$ cat src/fpl_pkg.sv
/*
 fast_parallel_load configuration port: constants and state encoding.
 assumes a 50 mhz system clock; all pins arrive unsynchronised.
*/
package fpl_pkg;
  localparam int CLK_MHZ = 50;
  localparam int REQ_FALL_NS = 600;
  localparam int REQ_FALL_CYC = REQ_FALL_NS * CLK_MHZ / 1000;
  localparam int STATUS_MIN_US = 268;
  localparam int STATUS_MIN_CYC = STATUS_MIN_US * CLK_MHZ;
  localparam int INIT_MIN_US = 175;
  localparam int INIT_MAX_US = 437;
  localparam int INIT_CYC = (INIT_MIN_US + INIT_MAX_US) / 2 * CLK_MHZ;
  localparam int USR_CLK_EDGES = 8576;
  localparam int USR_ENABLE_LOADS = 4;
  localparam int FALL_EDGES_AFTER_DONE = 2;
  localparam int CNT_W = 20;
  localparam logic [1:0] WIDTH_8 = 2'h0;
  localparam logic [1:0] WIDTH_16 = 2'h1;
  localparam logic [1:0] WIDTH_32 = 2'h2;
  localparam int WORD_W = 32;
  localparam int HALF_W = 16;
  localparam int BYTE_W = 8;
  typedef enum logic [5:0] {
    FPL_POR = 6'b00_0001,
    FPL_RESET = 6'b00_0010,
    FPL_LOAD = 6'b00_0100,
    FPL_EDGES = 6'b00_1000,
    FPL_INIT = 6'b01_0000,
    FPL_USER = 6'b10_0000
  } fpl_state_e;
endpackage

$ cat src/fpl_sync.sv
/*
 two flip-flop synchroniser for a bundle of pin inputs.
 assumes inputs are asynchronous to clk.
*/
`timescale 1ns/10ps
module fpl_sync #(
  parameter int W = 1
) (
  input wire logic clk,
  input wire logic resetn,
  input wire logic [W-1:0] d,
  output logic [W-1:0] q
);
  logic [W-1:0] meta;
  logic [W-1:0] next_meta;
  logic [W-1:0] next_q;
  always_comb
  begin
    next_meta = d;
    next_q = meta;
  end
  always_ff @(posedge clk or negedge resetn)
  begin
    if (!resetn)
    begin
      meta <= '0;
      q <= '0;
    end
    else
    begin
      meta <= next_meta;
      q <= next_q;
    end
  end
endmodule

$ cat src/fpl_port.sv
/*
 fast_parallel_load configuration port, device side.
 assumes the host obeys the load clock timing; the stream length, the
 clock-per-word ratio and option bits come from the device's own control.
*/
`timescale 1ns/10ps
module fpl_port (
  input wire logic clk,
  input wire logic resetn,
  input wire logic config_req_n,
  input wire logic load_clock,
  input wire logic [fpl_pkg::WORD_W-1:0] load_data,
  input wire logic [1:0] bus_width,
  input wire logic [3:0] words_ratio,
  input wire logic [fpl_pkg::CNT_W-1:0] stream_words,
  input wire logic stream_error,
  input wire logic init_done_opt,
  input wire logic user_init_opt,
  input wire logic user_init_clock,
  output logic status_n,
  output logic load_done,
  output logic init_done_n,
  output logic init_done_oe,
  output logic user_mode,
  output logic user_clk_enabled,
  output logic word_valid,
  output logic [fpl_pkg::WORD_W-1:0] word_data
);
  import fpl_pkg::*;

  logic [fpl_pkg::WORD_W+2:0] pins_raw;
  logic [fpl_pkg::WORD_W+2:0] pins;
  logic req_n_s;
  logic lclk_s;
  logic uclk_s;
  logic [WORD_W-1:0] data_s;

  assign pins_raw = {user_init_clock, config_req_n, load_clock, load_data};
  fpl_sync #(.W(WORD_W + 3)) u_sync (
    .clk(clk),
    .resetn(resetn),
    .d(pins_raw),
    .q(pins)
  );
  assign uclk_s = pins[WORD_W+2];
  assign req_n_s = pins[WORD_W+1];
  assign lclk_s = pins[WORD_W];
  assign data_s = pins[WORD_W-1:0];

  fpl_state_e state, next_state;
  logic [CNT_W-1:0] timer, next_timer;
  logic [CNT_W-1:0] words, next_words;
  logic [3:0] phase, next_phase;
  logic lclk_d, next_lclk_d;
  logic uclk_d, next_uclk_d;
  logic opt_seen, next_opt_seen;
  logic next_status_n, next_load_done, next_user_mode, next_uen;
  logic next_word_valid;
  logic [WORD_W-1:0] next_word_data;
  logic rise, fall, urise;
  logic [3:0] ratio;
  logic [CNT_W-1:0] lcount, next_lcount;
  logic [CNT_W-1:0] lperiod, next_lperiod;
  logic uen_due;

  assign rise = lclk_s & ~lclk_d;
  assign fall = ~lclk_s & lclk_d;
  assign urise = uclk_s & ~uclk_d;
  assign ratio = (words_ratio == 4'h0) ? 4'h1 : words_ratio;
  // user clock waits four of the longest load periods seen in the load, counted from done
  assign uen_due = user_init_opt &&
    ((&lcount) || 32'(lcount) >= 32'(lperiod) * 32'(USR_ENABLE_LOADS));

  always_comb
  begin
    next_state = state;
    next_timer = timer;
    next_words = words;
    next_phase = phase;
    next_lclk_d = lclk_s;
    next_uclk_d = uclk_s;
    next_opt_seen = opt_seen;
    next_status_n = status_n;
    next_load_done = load_done;
    next_user_mode = user_mode;
    next_uen = user_clk_enabled;
    next_word_valid = 1'b0;
    next_word_data = word_data;
    next_lcount = (&lcount) ? lcount : lcount + 1'b1;
    next_lperiod = lperiod;
    case (state)
      FPL_POR:
      begin
        next_status_n = 1'b0;
        next_load_done = 1'b0;
        next_timer = timer + 1'b1;
        if (timer >= CNT_W'(STATUS_MIN_CYC))
        begin
          next_state = FPL_RESET;
          next_timer = timer;
        end
      end
      FPL_RESET:
      begin
        next_status_n = 1'b0;
        next_load_done = 1'b0;
        next_user_mode = 1'b0;
        next_uen = 1'b0;
        next_opt_seen = 1'b0;
        next_words = '0;
        next_phase = '0;
        next_lcount = '0;
        next_lperiod = '0;
        if (timer < CNT_W'(STATUS_MIN_CYC))
          next_timer = timer + 1'b1;
        else if (req_n_s)
        begin
          next_status_n = 1'b1;
          next_state = FPL_LOAD;
          next_timer = '0;
        end
      end
      FPL_LOAD:
      begin
        if (stream_error)
        begin
          next_status_n = 1'b0;
          next_state = FPL_RESET;
          next_timer = '0;
        end
        else if (rise)
        begin
          next_lcount = '0;
          // first rise only opens the period measurement
          if ((words != '0 || phase != 4'h0) && lcount >= lperiod)
            next_lperiod = (&lcount) ? lcount : lcount + 1'b1;
          if (phase == 4'h0)
          begin
            next_word_valid = 1'b1;
            case (bus_width)
              WIDTH_8: next_word_data = {{(WORD_W-BYTE_W){1'b0}},
                data_s[BYTE_W-1:0]};
              WIDTH_16: next_word_data = {{(WORD_W-HALF_W){1'b0}},
                data_s[HALF_W-1:0]};
              default: next_word_data = data_s;
            endcase
            if (init_done_opt)
              next_opt_seen = 1'b1;
            next_words = words + 1'b1;
          end
          // a word is taken on its first clock; the stream end is checked only on its last clock of the ratio
          if (phase + 4'h1 >= ratio)
          begin
            next_phase = 4'h0;
            if (next_words >= stream_words)
            begin
              next_load_done = 1'b1;
              next_state = FPL_EDGES;
              next_timer = '0;
            end
          end
          else
            next_phase = phase + 4'h1;
        end
      end
      FPL_EDGES:
      begin
        if (uen_due)
          next_uen = 1'b1;
        if (fall)
        begin
          next_timer = timer + 1'b1;
          if (timer + 1'b1 >= CNT_W'(FALL_EDGES_AFTER_DONE))
          begin
            next_state = FPL_INIT;
            next_timer = '0;
          end
        end
      end
      FPL_INIT:
      begin
        if (uen_due)
          next_uen = 1'b1;
        if (!user_init_opt)
          next_timer = timer + 1'b1;
        else if (user_clk_enabled && urise)
          next_timer = timer + 1'b1;
        if ((!user_init_opt && timer >= CNT_W'(INIT_CYC)) ||
          (user_init_opt && timer >= CNT_W'(USR_CLK_EDGES)))
        begin
          next_user_mode = 1'b1;
          next_state = FPL_USER;
        end
      end
      FPL_USER:
      begin
        next_status_n = 1'b1;
        next_load_done = 1'b1;
      end
      default: next_state = FPL_POR;
    endcase
    if (!req_n_s && state != FPL_POR)
    begin
      next_state = FPL_RESET;
      next_status_n = 1'b0;
      next_load_done = 1'b0;
      next_user_mode = 1'b0;
      next_uen = 1'b0;
      next_timer = (state == FPL_RESET) ? next_timer : '0;
    end
  end

  always_ff @(posedge clk or negedge resetn)
  begin
    if (!resetn)
    begin
      state <= FPL_POR;
      timer <= '0;
      words <= '0;
      phase <= '0;
      lclk_d <= 1'b0;
      uclk_d <= 1'b0;
      opt_seen <= 1'b0;
      status_n <= 1'b0;
      load_done <= 1'b0;
      user_mode <= 1'b0;
      user_clk_enabled <= 1'b0;
      word_valid <= 1'b0;
      word_data <= '0;
      lcount <= '0;
      lperiod <= '0;
    end
    else
    begin
      state <= next_state;
      timer <= next_timer;
      words <= next_words;
      phase <= next_phase;
      lclk_d <= next_lclk_d;
      uclk_d <= next_uclk_d;
      opt_seen <= next_opt_seen;
      status_n <= next_status_n;
      load_done <= next_load_done;
      user_mode <= next_user_mode;
      user_clk_enabled <= next_uen;
      word_valid <= next_word_valid;
      word_data <= next_word_data;
      lcount <= next_lcount;
      lperiod <= next_lperiod;
    end
  end

  assign init_done_n = 1'b0;
  assign init_done_oe = opt_seen & ~user_mode;
endmodule

$ cat config.mk
export PLATFORM = sky130hd
export DESIGN_NAME = fpl_port
export DESIGN_NICKNAME = d
export VERILOG_FILES = /design/src/fpl_pkg.sv /design/src/fpl_sync.sv /design/src/fpl_port.sv
export SDC_FILE = /design/constraint.sdc
export NUM_CORES = 1
export LEC_CHECK = 0
export CORE_UTILIZATION = 49
export CTS_CLUSTER_DIAMETER = 80
export DETAILED_ROUTE_END_ITERATION = 8
export DONT_BUFFER_PORTS = 1
export HOLD_SLACK_MARGIN = 0.12
export PLACE_DENSITY = 0.77
export SYNTH_ARGS = -nofsm -noshare
export SYNTH_HDL_FRONTEND = slang
export SYNTH_HIERARCHICAL = 1
export SYNTH_SLANG_ARGS = --single-unit
export TNS_END_PERCENT = 50
$ cat constraint.sdc
create_clock -name clk -period 3.9 [get_ports clk]
set_input_delay 0 -clock clk [delete_from_list [all_inputs] [get_ports clk]]
set_output_delay 0 -clock clk [all_outputs]
set_load 0.02 [all_outputs]
==> flow_summary.json <==
{
  "drive_above_1_share": 0.144,
  "critPathMaxStageDelay_ns": 0.40,
  "synth_edf_count": 0,
  "grt_first_pass_wirelength_um": 41400,
  "timing.hold.ws_ns": -0.749,
  "synth_area_sq_um": 10500,
  "wirelength_um": 25100,
  "synth_seq_cells": 200,
  "grt.overflow.total": 0,
  "tightest_slew_ns": 1.05,
  "ir_drop_mv": 0.313,
  "r2r_start": "phase[0]",
  "r2r_cells": 20,
  "final_common_cell": "dfrtp_1",
  "dp.cells": 1354,
  "cts_sinks": 200,
  "seq_area_frac_synth": 0.477,
  "start_util": 0.500,
  "dieArea_sq_um": 22000,
  "yosys.area.top_type": "dfrtp_1",
  "max_freq_mhz": 247,
  "reg2reg_to": "timer[19]",
  "finalSetupViolations": 22,
  "cts_root_buf": "clkbuf_16",
  "rsz0062_at_grt": "true",
  "io_pins": 105,
  "synth_top_area_frac": 0.474,
  "hold_viol": 200,
  "wl_per_cell_um": 17.3,
  "leakage_nw": 5.70,
  "status": "finished with violations",
  "clock_latency_ns": 0.44,
  "post-route-period-util": 1.04,
  "clk_pin_slew_ns": 0.08,
  "final_max_slew_viol_count": 0,
  "antenna_found_initial": 0,
  "synth_warnings": 6,
  "finalNetCount": 1300,
  "route.detailed.drc": 0,
  "cts_buffers": 17,
  "post_drt_via_cell_ratio": 5.72,
  "finalNonFillerCells": 1452,
  "path_common_cell": "and3_4",
  "drt_first_iter_violations": 597,
  "fin_crit_ns": 4.06,
  "startpoint_type": "flip-flop",
  "crit_required_ns": 4.24,
  "vias": 8300,
  "portBuffers": 0,
  "avgSynthCellArea_sq_um": 9.68,
  "synthArstFlopShare": 1.00,
  "busiest_layer": "met2",
  "cts_buffer_depth": 2,
  "finalWorstSetupSlack_ns": -0.156,
  "rrSetupSlack_ns": -0.16,
  "violations": "hold timing, setup timing",
  "cp_cell_sequence": "inv_2, ha_4, nor3b_4, nand2_2, nor3_4, and3_4, and3_4, and3_4, nand3_4, xnor2_2, ha_1, a21o_1, a21o_1, a2111oi_4, o21ai_2, a211o_1, buf_6, nand3_4, nor2_4, a311oi_2",
  "h-tree-depth": 4,
  "syn-instance-count": 1085,
  "dpl.hpwl_um": 17000,
  "crit_path_end_kind": "flip-flop",
  "layout_common_cells": "dfrtp_1, nand2_1, nor2_1",
  "die_y_um": 148,
  "synth-main-ff-cell": "dfrtp_1",
  "syn_nets": 1222,
  "grt.total_usage": 0.239,
  "yosysUniqueCellTypes": 74,
  "finalClockSkew_ns": 0.0173,
  "cp_slowest_cell": "dfrtp_1",
  "grt_max_degree": 201,
  "rows": 53,
  "cp_data_arrival_time_ns": 4.40,
  "grt_pass1_vias": 8250,
  "met2_usage": 0.400,
  "cts_tree": "done",
  "hold_class": "primary input to async pin",
  "path_class": "flip-flop to flip-flop",
  "slew_headroom": 0.294,
  "use_met1": 0.308,
  "syn_to_final_growth_pct": 17.8,
  "core_area_sq_um": 21000,
  "place.gp.congestion": 0.957,
  "drtPass1Iterations": 5,
  "gr-usage-met3": 0.0482,
  "die_w_um": 148,
  "setup_tns_ns": -1.79,
  "critPathMaxFanout": 5,
  "critPathTopFamily": "compound AO/OA/AOI/OAI gates",
  "drv_cap": 0,
  "postRouteAntennaNets": 0,
  "p_per_area_nw_per_um2": 319,
  "synthTopCellsByArea": "dfrtp_1, ha_1, nand2_1",
  "path_buf_inv": 2
}
## cells in the mapped netlist, types with 19 or more instances
library cell	count
dfrtp_1	199
nand2_1	147
nor2_1	84
o21ai_0	76
ha_1	71
inv_1	64
nand3_1	52
a21oi_1	42
clkbuf_1	31
mux2_2	29
xnor2_1	23
xor2_1	20
nor3_1	19
## state kept, by name, summed over array words and instances, names as in the netlist, 4 cells and up
signal / count
lperiod: 20
state: 6
u_sync/q: 35
timer: 20
lcount: 20
words: 20
word_data: 32
u_sync/meta: 35
phase: 4
## where the power goes
part,total (mW),switching (mW),internal (mW)
Clock,1.73,0.869,0.858
Combinational,0.100,0.0452,0.0548
Sequential,2.12,0.0128,2.11
Total,3.95,0.927,3.02
## through the flow
step	setup slack [ns]	power, mW	utilization	cell area (sq um)
finish	-0.156	3.95	0.589	12400
global route	-0.333	4.10	0.588	12400
CTS	-0.146	3.98	0.584	12300
detailed placement	-0.306	2.21	0.524	11000
global placement	-0.122	2.20	0.524	11000
floorplan	-0.181	2.19	-	10600
## cell families (layout without fill, tap and decap cells)
family	after synthesis	count (layout)	synth area share
AND/OR/NAND/NOR	410	410	0.195
AO/OA/AOI/OAI	208	208	0.122
flip-flops	200	200	0.477
buffers and inverters	115	206	0.0446
adder cells (fa/ha/maj)	71	71	0.0846
XOR/XNOR	45	45	0.0390
multiplexers	35	35	0.0369
other	1	2	0.000357
## layer usage
layer	wire, um	share of wire	vias to the layer above
met5	0	0	-
met4	666	0.027	0
met3	1450	0.058	55
met2	11900	0.47	292
met1	11100	0.44	4010
li1	-	-	3943
## worst max path at each step
stage                         from   endpoint  slack [ns]  cells past startpoint
after global placement    phase[0]  timer[18]       -0.12                     20
after CTS                 phase[0]  timer[12]       -0.15                     20
final                     phase[0]  timer[19]       -0.16                     20
after floorplan           phase[0]   timer[3]       -0.18                     20
after detailed placement  phase[0]  timer[12]       -0.31                     20
after global routing      phase[0]  timer[19]       -0.33                     20
## area by class of cell
cell class | count | area, sq um
repair buffers | 109 | 975
multi-input cells | 770 | 5230
flip-flops and latches | 200 | 5010
diodes | 1 | 2.50
fillers | 1707 | 8650
clock buffers | 17 | 425
well taps | 275 | 344
inverters | 65 | 244
clock inverters | 15 | 150
## worst reg2reg max path: stages (launching register included)
cell,delay [ns]
dfrtp_1,0.40
inv_2,0.08
ha_4,0.13
nor3b_4,0.19
nand2_2,0.11
nor3_4,0.13
and3_4,0.20
and3_4,0.18
and3_4,0.23
nand3_4,0.09
xnor2_2,0.20
ha_1,0.27
a21o_1,0.18
a21o_1,0.20
a2111oi_4,0.32
o21ai_2,0.13
a211o_1,0.33
buf_6,0.14
nand3_4,0.11
nor2_4,0.06
a311oi_2,0.26
## what timing repair did
item | in CTS | in global routing
hold buffers | 55 | 3
cloned | 0 | 0
buffers inserted | 4 | 3
resized for setup | 22 | 10
endpoints found under the setup margin | 21 | 23
endpoints found under the hold margin | 290 | 203
pin swaps | 16 | 7
(Power assumes the default switching activity.)
